==> config.mk <==
export PLATFORM = sky130hd
export DESIGN_NAME = dual_comparator_control
export DESIGN_NICKNAME = d
export VERILOG_FILES = /design/src/include/cmp_ctl_pkg.sv /design/src/hw/dual_comparator_control.sv
export VERILOG_INCLUDE_DIRS = /design/src /design/src/include
export SDC_FILE = /design/constraint.sdc
export NUM_CORES = 1
export LEC_CHECK = 0
export ABC_AREA = 1
export CAP_MARGIN = 15
export CORE_MARGIN = 2
export CORE_UTILIZATION = 60
export DETAILED_ROUTE_END_ITERATION = 10
export DONT_BUFFER_PORTS = 1
export GPL_TIMING_DRIVEN = 0
export PLACE_DENSITY = 0.88
export SYNTH_ARGS = -nofsm -noshare
export SYNTH_HDL_FRONTEND = slang
export SYNTH_SLANG_ARGS = --single-unit
export TNS_END_PERCENT = 30
==> constraint.sdc <==
create_clock -name clock -period 3.45 [get_ports clock]
set_input_delay 0.345 -clock clock [delete_from_list [all_inputs] [get_ports clock]]
set_output_delay 0.345 -clock clock [all_outputs]
set_load 0.02 [all_outputs]
==> src/include/cmp_ctl_defs.svh <==
// register offsets, field positions and reset values of the comparator control block
`ifndef CMP_CTL_DEFS_SVH
`define CMP_CTL_DEFS_SVH
`define CMP_CONTROL_IDX     8'h1f
`define CMP_FLAG_IDX        8'h0c
`define CMP_ENABLE_IDX      8'h8c
`define CMP_IRQCTL_IDX      8'h0b
`define CMP_PORTA_IDX       8'h05
`define CMP_DIR_IDX         8'h85
`define CMP_CONTROL_RESET   8'h00
`define CMP_DIR_RESET       8'hff
`define CMP_CMP2_RESULT_BIT       7
`define CMP_CMP1_RESULT_BIT       6
`define CMP_CMP2_POLARITY_FLIP_BIT       5
`define CMP_CMP1_POLARITY_FLIP_BIT       4
`define CMP_CIS_BIT         3
`define CMP_FLAG_BIT        6
`define CMP_IE_BIT          6
`define CMP_PERIPHERAL_IRQ_ENABLE_BIT        6
`define CMP_GIE_BIT         7
`endif

==> src/include/cmp_ctl_pkg.sv <==
// types of the comparator control block
package cmp_ctl_pkg;
  typedef enum logic [2:0] {
    mode_reset    = 3'h0,
    mode_one_ind  = 3'h1,
    mode_four_ref = 3'h2,
    mode_common   = 3'h3,
    mode_two_ind  = 3'h4,
    mode_one_more = 3'h5,
    mode_outputs  = 3'h6,
    mode_off      = 3'h7
  } mode_type;
endpackage : cmp_ctl_pkg

==> src/hw/dual_comparator_control.sv <==
// comparator mode, polarity, change detect and port muxing behind wishbone
//
// Register access over Wishbone is this design's own decision.
`include "cmp_ctl_defs.svh"
module dual_comparator_control (
  // clock and reset
  input  wire  logic       clock,
  input  wire  logic       rst,
  // wishbone slave
  input  wire  logic       wb_cyc_i,
  input  wire  logic       wb_stb_i,
  input  wire  logic       wb_we_i,
  input  wire  logic [7:0] wb_adr_i,
  input  wire  logic [3:0] wb_sel_i,
  input  wire  logic [31:0] wb_dat_i,
  output logic       [31:0] wb_dat_o,
  output logic             wb_ack_o,
  output logic             wb_err_o,
  // analog front end
  input  wire  logic       cmp1_raw,
  input  wire  logic       cmp2_raw,
  output logic       [2:0] cmp_mode,
  output logic             cmp1_enable,
  output logic             cmp2_enable,
  output logic             cmp1_neg_sel_pin3,
  output logic             cmp2_neg_sel_pin2,
  output logic             ref_to_plus,
  // port a pins
  input  wire  logic [4:0] porta_pin_i,
  output logic       [4:0] porta_pin_o,
  output logic       [4:0] porta_pin_oe,
  // interrupt
  output logic             irq
);
  logic [7:0] control_reg;
  logic [7:0] dir_reg;
  logic [4:0] latch_reg;
  logic       flag_reg;
  logic       ie_reg;
  logic       peripheral_irq_enable_reg;
  logic       gie_reg;
  logic [1:0] snap_reg;
  logic [1:0] sync1_reg;
  logic [1:0] sync2_reg;
  logic [4:0] pin_s1_reg;
  logic [4:0] pin_s2_reg;
  logic       ack_reg;
  logic [31:0] rdata_reg;
  logic [1:0] live;
  logic [4:0] analog_mask;
  logic [7:0] rd_val;
  logic       access;
  logic       wr;
  logic       hit;
  logic       ctl_access;
  logic       wr_control;
  logic       wr_flag;
  logic       mismatch;
  cmp_ctl_pkg::mode_type mode;

  function automatic logic [4:0] analog_pins(input cmp_ctl_pkg::mode_type m);
    case (m)
      cmp_ctl_pkg::mode_one_ind:  analog_pins = 5'h0f;
      cmp_ctl_pkg::mode_two_ind:  analog_pins = 5'h0f;
      cmp_ctl_pkg::mode_outputs:  analog_pins = 5'h07;
      cmp_ctl_pkg::mode_common:   analog_pins = 5'h07;
      cmp_ctl_pkg::mode_one_more: analog_pins = 5'h03;
      cmp_ctl_pkg::mode_off:      analog_pins = 5'h00;
      default:                    analog_pins = 5'h0f;
    endcase
  endfunction : analog_pins

  // one for every index that has a register behind it
  function automatic logic known_index(input logic [7:0] a);
    case (a)
      `CMP_CONTROL_IDX, `CMP_FLAG_IDX, `CMP_ENABLE_IDX,
      `CMP_IRQCTL_IDX, `CMP_PORTA_IDX, `CMP_DIR_IDX: known_index = 1'b1;
      default:                                      known_index = 1'b0;
    endcase
  endfunction : known_index

  assign mode = cmp_ctl_pkg::mode_type'(control_reg[2:0]);
  assign cmp_mode = control_reg[2:0];
  assign cmp1_enable = !(mode inside {cmp_ctl_pkg::mode_reset, cmp_ctl_pkg::mode_off});
  assign cmp2_enable = cmp1_enable;
  assign cmp1_neg_sel_pin3 = control_reg[`CMP_CIS_BIT] &&
                             (mode inside {cmp_ctl_pkg::mode_one_ind,
                                           cmp_ctl_pkg::mode_four_ref});
  assign cmp2_neg_sel_pin2 = control_reg[`CMP_CIS_BIT] &&
                             (mode == cmp_ctl_pkg::mode_four_ref);
  assign ref_to_plus = (mode == cmp_ctl_pkg::mode_four_ref);
  assign live = {cmp2_raw ^ control_reg[`CMP_CMP2_POLARITY_FLIP_BIT],
                 cmp1_raw ^ control_reg[`CMP_CMP1_POLARITY_FLIP_BIT]};
  assign analog_mask = analog_pins(mode);

  // bus decode
  assign access = wb_cyc_i && wb_stb_i && !ack_reg;
  assign wr = access && wb_we_i && wb_sel_i[0];
  assign hit = known_index(wb_adr_i);
  assign ctl_access = access && wb_adr_i == `CMP_CONTROL_IDX;
  // write strobes
  assign wr_control = wr && wb_adr_i == `CMP_CONTROL_IDX;
  assign wr_flag = wr && wb_adr_i == `CMP_FLAG_IDX;
  assign wb_ack_o = ack_reg;
  assign wb_err_o = 1'b0;
  assign wb_dat_o = rdata_reg;

  always_comb begin
    rd_val = 8'h00;
    case (wb_adr_i)
      `CMP_CONTROL_IDX: rd_val = {sync2_reg, control_reg[5:0]};
      `CMP_FLAG_IDX:    rd_val = {1'b0, flag_reg, 6'h00};
      `CMP_ENABLE_IDX:  rd_val = {1'b0, ie_reg, 6'h00};
      `CMP_IRQCTL_IDX:  rd_val = {gie_reg, peripheral_irq_enable_reg, 6'h00};
      `CMP_PORTA_IDX:   rd_val = {3'h0, pin_s2_reg & ~analog_mask};
      `CMP_DIR_IDX:     rd_val = dir_reg;
      default:          rd_val = 8'h00;
    endcase
  end

  always_ff @(posedge clock) begin
    if (rst) begin
      ack_reg <= 1'b0;
      rdata_reg <= 32'h0;
    end else begin
      ack_reg <= access;
      rdata_reg <= (access && hit) ? {24'h0, rd_val} : 32'h0;
    end
  end

  // control register, result bits never written
  always_ff @(posedge clock) begin
    if (rst) begin
      control_reg <= `CMP_CONTROL_RESET;
    end else if (wr_control) begin
      control_reg <= {2'b00, wb_dat_i[5:0]};
    end
  end

  always_ff @(posedge clock) begin
    if (rst) begin
      dir_reg <= `CMP_DIR_RESET;
      latch_reg <= 5'h00;
      ie_reg <= 1'b0;
      peripheral_irq_enable_reg <= 1'b0;
      gie_reg <= 1'b0;
    end else if (wr) begin
      if (wb_adr_i == `CMP_DIR_IDX) dir_reg <= wb_dat_i[7:0];
      if (wb_adr_i == `CMP_PORTA_IDX) latch_reg <= wb_dat_i[4:0];
      if (wb_adr_i == `CMP_ENABLE_IDX) ie_reg <= wb_dat_i[`CMP_IE_BIT];
      if (wb_adr_i == `CMP_IRQCTL_IDX) begin
        peripheral_irq_enable_reg <= wb_dat_i[`CMP_PERIPHERAL_IRQ_ENABLE_BIT];
        gie_reg <= wb_dat_i[`CMP_GIE_BIT];
      end
    end
  end

  // synchronisers for comparator results and pins
  always_ff @(posedge clock) begin
    if (rst) begin
      sync1_reg <= 2'b00;
      sync2_reg <= 2'b00;
      pin_s1_reg <= 5'h00;
      pin_s2_reg <= 5'h00;
    end else begin
      sync1_reg <= live;
      sync2_reg <= sync1_reg;
      pin_s1_reg <= porta_pin_i;
      pin_s2_reg <= pin_s1_reg;
    end
  end

  // snapshot and change flag
  always_ff @(posedge clock) begin
    if (rst) begin
      snap_reg <= 2'b00;
    end else if (ctl_access) begin
      snap_reg <= sync2_reg;
    end
  end

  assign mismatch = sync2_reg != snap_reg;

  always_ff @(posedge clock) begin
    if (rst) begin
      flag_reg <= 1'b0;
    end else if (mismatch) begin
      flag_reg <= 1'b1;
    end else if (wr_flag) begin
      flag_reg <= wb_dat_i[`CMP_FLAG_BIT];
    end
  end

  assign irq = flag_reg && ie_reg && peripheral_irq_enable_reg && gie_reg;

  // pin drivers
  always_comb begin
    porta_pin_o = latch_reg;
    if (mode == cmp_ctl_pkg::mode_outputs) begin
      porta_pin_o[3] = live[0];
      porta_pin_o[4] = live[1];
    end
    porta_pin_oe = ~dir_reg[4:0] & ~analog_mask;
  end

  // assertions
  flag_set_a: assert property (@(posedge clock) disable iff (rst)
    mismatch |=> flag_reg) else $error("flag not set on mismatch");
  flag_hold_a: assert property (@(posedge clock) disable iff (rst)
    mismatch && wr_flag && !wb_dat_i[`CMP_FLAG_BIT] |=> flag_reg)
    else $error("mismatch lost to clear");
  snap_take_a: assert property (@(posedge clock) disable iff (rst)
    ctl_access |=> snap_reg == $past(sync2_reg)) else $error("no snapshot");
  irq_gate_a: assert property (@(posedge clock) disable iff (rst)
    irq |-> flag_reg && ie_reg && peripheral_irq_enable_reg && gie_reg) else $error("irq");
  result_ro_a: assert property (@(posedge clock) disable iff (rst)
    control_reg[7:6] == 2'b00) else $error("result bits written");
  result_rd_a: assert property (@(posedge clock) disable iff (rst)
    access && !wb_we_i && wb_adr_i == `CMP_CONTROL_IDX
    |=> rdata_reg[7:6] == $past(sync2_reg)) else $error("bad result");
  pol_flip_a: assert property (@(posedge clock) disable iff (rst)
    ##2 sync2_reg[0] == $past(cmp1_raw ^ control_reg[`CMP_CMP1_POLARITY_FLIP_BIT], 2))
    else $error("polarity");
  flag_clear_a: assert property (@(posedge clock) disable iff (rst)
    wr && wb_adr_i == `CMP_FLAG_IDX && !wb_dat_i[6] && !mismatch |=> !flag_reg)
    else $error("flag clear");
  out_mux_a: assert property (@(posedge clock) disable iff (rst)
    mode == cmp_ctl_pkg::mode_outputs |-> porta_pin_o[4] == live[1])
    else $error("pin4 mux");
  off_mode_a: assert property (@(posedge clock) disable iff (rst)
    mode == cmp_ctl_pkg::mode_off |-> !cmp1_enable) else $error("off");
  ack_one_a: assert property (@(posedge clock) disable iff (rst)
    ack_reg |=> !ack_reg) else $error("ack stuck");

  // routing, power, reset and comparator two polarity
  route_one_a: assert property (@(posedge clock) disable iff (rst)
    mode == cmp_ctl_pkg::mode_one_ind |-> cmp1_neg_sel_pin3 == control_reg[`CMP_CIS_BIT] &&
    !cmp2_neg_sel_pin2 && !ref_to_plus) else $error("mode one routing");
  route_four_a: assert property (@(posedge clock) disable iff (rst)
    mode == cmp_ctl_pkg::mode_four_ref |-> cmp1_neg_sel_pin3 == control_reg[`CMP_CIS_BIT] &&
    cmp2_neg_sel_pin2 == control_reg[`CMP_CIS_BIT]) else $error("mode two routing");
  ref_power_a: assert property (@(posedge clock) disable iff (rst)
    ref_to_plus |-> cmp1_enable && cmp2_enable)
    else $error("reference on idle comparators");
  power_down_a: assert property (@(posedge clock) disable iff (rst)
    mode == cmp_ctl_pkg::mode_reset |-> !cmp1_enable && !cmp2_enable)
    else $error("comparators on in reset mode");
  reset_ctl_a: assert property (@(posedge clock)
    rst |=> control_reg == `CMP_CONTROL_RESET && !ack_reg)
    else $error("control not cleared by reset");
  pol_flip2_a: assert property (@(posedge clock) disable iff (rst)
    ##2 sync2_reg[1] == $past(cmp2_raw ^ control_reg[`CMP_CMP2_POLARITY_FLIP_BIT], 2))
    else $error("comparator two polarity");

  // pins and port
  pin3_mux_a: assert property (@(posedge clock) disable iff (rst)
    mode == cmp_ctl_pkg::mode_outputs |-> porta_pin_o[3] == live[0])
    else $error("pin3 mux");
  pin_enable_a: assert property (@(posedge clock) disable iff (rst)
    mode == cmp_ctl_pkg::mode_outputs |-> porta_pin_oe[4:3] == ~dir_reg[4:3])
    else $error("pin enables lost");
  port_zero_a: assert property (@(posedge clock) disable iff (rst)
    access && !wb_we_i && wb_adr_i == `CMP_PORTA_IDX
    |=> (rdata_reg[4:0] & $past(analog_mask)) == 5'h00) else $error("analog pin read");

  // flag, snapshot and bus
  flag_write_a: assert property (@(posedge clock) disable iff (rst)
    wr_flag && wb_dat_i[`CMP_FLAG_BIT] |=> flag_reg)
    else $error("flag not set by write");
  irq_raise_a: assert property (@(posedge clock) disable iff (rst)
    flag_reg && ie_reg && peripheral_irq_enable_reg && gie_reg |-> irq)
    else $error("irq missing");
  snap_hold_a: assert property (@(posedge clock) disable iff (rst)
    !ctl_access |=> $stable(snap_reg))
    else $error("snapshot moved");
  ack_answer_a: assert property (@(posedge clock) disable iff (rst)
    access |=> ack_reg)
    else $error("no ack");
  data_idle_a: assert property (@(posedge clock) disable iff (rst)
    !ack_reg |-> wb_dat_o == 32'h0)
    else $error("read data outside ack");
  cover_irq_c: cover property (@(posedge clock) disable iff (rst) $rose(irq));
  cover_out_c: cover property (@(posedge clock) disable iff (rst)
    mode == cmp_ctl_pkg::mode_outputs && porta_pin_oe[3]);
  cover_clear_c: cover property (@(posedge clock) disable iff (rst) $fell(flag_reg));
  cover_miss_c: cover property (@(posedge clock) disable iff (rst)
    mismatch && ctl_access);
endmodule : dual_comparator_control

; ---- Word-level counts from Yosys, hierarchy flattened
; Index checks and enable logic that the tools add are counted.
[totals]
output_inout_bits = 53
latchBits = 0
in_bits = 56
regBits = 72
romBits = 0
ram_bits = 0
mem_count = 0
word_cells = 67
[op_classes]
addsub = 0
reduce_logical = 26
shifts = 0
multipliers = 0
n_bitwise = 7
div_mod_pow = 0
muxes = 6
eq_ne = 13
magnitude_cmp = 0
[ops]
columns = operator, n
row1 = $pmux 8 s6, 1
row2 = $eq 8x4->1 const B, 2
row3 = $eq 8x8->1 const B, 2
row4 = $logic_and 1x1->1, 13
row5 = $pmux 4 s3, 1
row6 = $and 5x5->5, 2
row7 = $not 5->5, 2
row8 = $eq 3x3->1 const B, 3
row9 = $eq 8x3->1 const B, 1
row10 = $eq 8x5->1 const B, 1
row11 = $reduce_and 2->1, 4
row12 = $eq 3x2->1 const B, 2
row13 = $reduce_bool 2->1, 3
row14 = $reduce_or 6->1, 1
row15 = $reduce_or 2->1, 2
row16 = $eq 3x1->1 const B, 1
row17 = $logic_not 3->1, 1
row18 = $mux 1, 3
row19 = $logic_not 1->1, 2
row20 = $mux 2, 1
row21 = $ne 2x2->1, 1
row22 = $xor 1x1->1, 2
row23 = $not 1->1, 1

; ---- Longest topological paths before layout
[logic_depth]
ltp_word = 7
mapped_depth = 9
ltp_nobuf = 8

; ---- Worst setup path after synthesis
; OpenSTA, ideal clock, no wires.
[synth_timing]
path_type = register to output
start = register control_reg[1]
end = output port porta_pin_o[3]
required_ps = 3105
stages_incl_launch_ff = 3
setup_slack_ps = 2015
arrival_time_ps = 1090
n_path_buf = 0
path_cell_list = dfxtp_1 > nand3_1 > o21ai_0
[synth_between]
elab_chain_cells = 2
[synth_rtl]
columns = item, line
row1 = "start, declared", dual_comparator_control.sv:35  ; logic [7:0] control_reg;
row2 = "start signal, assigned", dual_comparator_control.sv:134  ; control_reg <= `CMP_CONTROL_RESET;
row3 = "start signal, assigned", dual_comparator_control.sv:136  ; control_reg <= {2'b00, wb_dat_i[5:0]};
row4 = $eq 3x3->1, dual_comparator_control.sv:199  ; if (mode == cmp_ctl_pkg::mode_outputs) begin
row5 = $mux 2, dual_comparator_control.sv:199
row6 = "end, declared", dual_comparator_control.sv:30  ; output logic [4:0] porta_pin_o,
; No other way between the ends.

; ---- Final worst setup path
[layout_timing]
start = register control_reg[1]
end = output port porta_pin_o[4]
; Same word-level chain as after synthesis.

==> flow_metrics.py <==
metrics = {
    "critical_path": {
        "required_ps": 3110,
        "cp_top_family": "compound AO/OA/AOI/OAI gates",
        "cpPeakStageDelay_ps": 630,
        "critical_path.max_fanout": 8,
        "crit_type": "reg -> out",
        "cp_cell_sequence": "nand3_1 > o21ai_0",
        "worst_setup_path_start_kind": "flip-flop",
        "cp-end-kind": "primary output",
        "crit_slowest_cell": "o21ai_0",
        "worstPathArrival_ps": 1640,
        "path_buf_inv": 0,
    },
    "power_and_ir_drop": {
        "p_leak_nw": 1.27,
        "power_density_mw_per_mm2": 363,
        "irDropWorstVdd_v": 0.000211,
    },
    "floorplan": {
        "row_count": 23,
        "core_mm2": 0.00397,
        "die_h_um": 67.9,
        "top_level_ports": 109,
        "start_util": 0.618,
        "die-area_mm2": 0.00462,
        "fp.dieW_um": 67.9,
    },
    "logic_synthesis": {
        "yosysTopAreaCell": "dfxtp_1",
        "syn_avg_cell_area_um2": 7.28,
        "ys_ff_latch": 48,
        "syn_area_mm2": 0.00245,
        "syn_inst": 337,
        "synth_seq_area_share": 0.392,
        "yosysWarnings": 0,
        "ys_types": 29,
        "synth_area_leaders": "dfxtp_1 (39%), nand2_1 (11%), buf_4 (10%)",
        "synth_top_cell_area_share": 0.392,
    },
    "global_routing": {
        "grt_pass1_wl_mm": 7.27,
        "grt_pass1_vias": 1716,
        "grt-ovfl-total": 0,
        "grt_usage": 0.212,
        "grt_max_degree": 15,
        "grt_antenna_before_repair": 0,
    },
    "finish": {
        "fill_cells": 339,
        "layout_commonest_cell": "nand2_1",
        "final_cell_mix": "nand2_1 (72), dfxtp_1 (48), nor2_1 (46)",
        "finish.net_count": 424,
        "drive_above_1_share": 0.201,
        "final-seq-area_um2": 961,
        "multi_input_area_mm2": 0.00116,
        "fin_area_mm2": 0.00269,
        "diodes": 0,
        "area_delta_synth_final_pct": 9.54,
    },
    "clock_network": {
        "root_buffer": "clkbuf_8",
        "cts_tree": "done",
        "ctsHoldBuffers": 0,
        "post_cts_resized": 0,
        "clk_latency_ps": 310,
        "clk_path_buf_depth": 2,
        "clkTransAtPathRegs_ps": 90,
        "clock-sinks": 48,
        "postCtsSetupBuffers": 0,
        "numCtsBuffers": 5,
        "htree_levels": 2,
    },
    "placed_design": {
        "gp_congestion": 0.880,
        "dpl.hpwl_mm": 3.73,
        "io_buffers": 0,
        "detailed_place.area_mm2": 0.00261,
    },
    "sta": {
        "period_share": 0.576,
        "worst_slew_pin_slew_ps": 704,
        "fmax_ghz": 0.503,
        "finalSetupViolations": 0,
        "period_needed_ps": 1990,
        "rsz0062_at_grt": "false",
        "finalClockSkew_ps": 11.1,
        "relSlewSlack": 0.526,
        "drv_slew": 0,
        "setup_tns_ps": 0,
        "hold_violations": 0,
    },
    "route": {
        "ant_nets": 0,
        "dr.pass1.iters": 4,
        "post_drt_via_cell_ratio": 4.65,
        "drt-initial-drc-count": 151,
        "wl_per_cell_um": 10.9,
        "drt-total-wl_mm": 4.56,
        "drcViolationCount": 0,
        "vias": 1943,
    },
    "job": {
        "drv_cap": 0,
    },
    "status": {
        "status": "finished clean",
    },
    "hold_path": {
        "worst_hold_path_type": "in -> reg",
    },
}
-- metal layers --
layer  global-route usage  part of all wire  up-vias
met5                    0                 0        -
met3               0.0839             0.066       10
met4               0.0725             0.017        0
met2                0.358              0.49       51
li1                     -                 -     1050
met1                0.244              0.43      832
-- cell type report --
class / instances / share of cell area
Inverter: 37 / 0.0535
Buffer: 38 / 0.105
Multi-Input combinational cell: 238 / 0.431
Tap cell: 50 / 0.0233
Sequential cell: 48 / 0.358
Clock inverter: 2 / 0.00466
Clock buffer: 5 / 0.0256
-- power breakdown --
group	switching (W)	internal, W	leakage, nW
logic	0.0000575	0.0000343	0.839
registers	0.00000415	0.000563	0.390
clock network	0.000179	0.000137	0.0400
total	0.000241	0.000734	1.27
-- worst reg2reg max path, stage by stage, from the launching register on --
cell      delay [ps]
dfxtp_1          390
nand3b_4         200
nor2_4           150
buf_4            200
buf_6            150
nand3_1           80
a21oi_1          150
-- metrics by stage --
step                total power [W]  setup slack, ps  std cells  hold WS [ps]  utilization
finish                     0.000975             1460        418           140        0.677
global route                0.00101             1350        418           135        0.677
CTS                        0.000976             1470        418           137        0.677
detailed placement         0.000671             1820        411           392        0.656
global placement           0.000670             1810        411           390        0.656
floorplan                  0.000663             2020        361           388            -
-- synth_stat cells --
library cell,n
o21a_1,1
xor2_1,2
inv_2,5
a211oi_1,1
o21ai_0,8
clkinv_1,1
o211ai_1,2
nand2_4,4
nand3_2,1
nor2_1,46
xnor2_1,2
nor2_2,12
clkinv_4,1
inv_1,30
nor3_1,4
nand2_1,72
nor2_8,2
nand3b_4,1
conb_1,1
dfxtp_1,48
nor2_4,4
nand2_2,2
clkbuf_1,3
buf_4,33
a21oi_1,17
nand3_1,30
a21boi_0,1
buf_6,2
o21ai_1,1
-- logic make-up after synthesis --
logic type | synth area share
DFF | 0.392
other | 0.00153
xor gates and xnor gates | 0.0143
AOI/OAI and AO/OA | 0.0683
buffers and inverters | 0.173
and+or+nand+nor | 0.351
-- worst paths after layout --
kind                        from              to  slack, ps  cells past startpoint
setup / recovery  control_reg[1]  porta_pin_o[4]       1460                      2
hold / removal    porta_pin_i[3]   pin_s1_reg[3]        140                      2
setup reg to reg        wb_ack_o    latch_reg[4]       2060                      6
hold reg to reg    pin_s1_reg[3]   pin_s2_reg[3]        400                      2
Power figures use the tool's default switching activity.
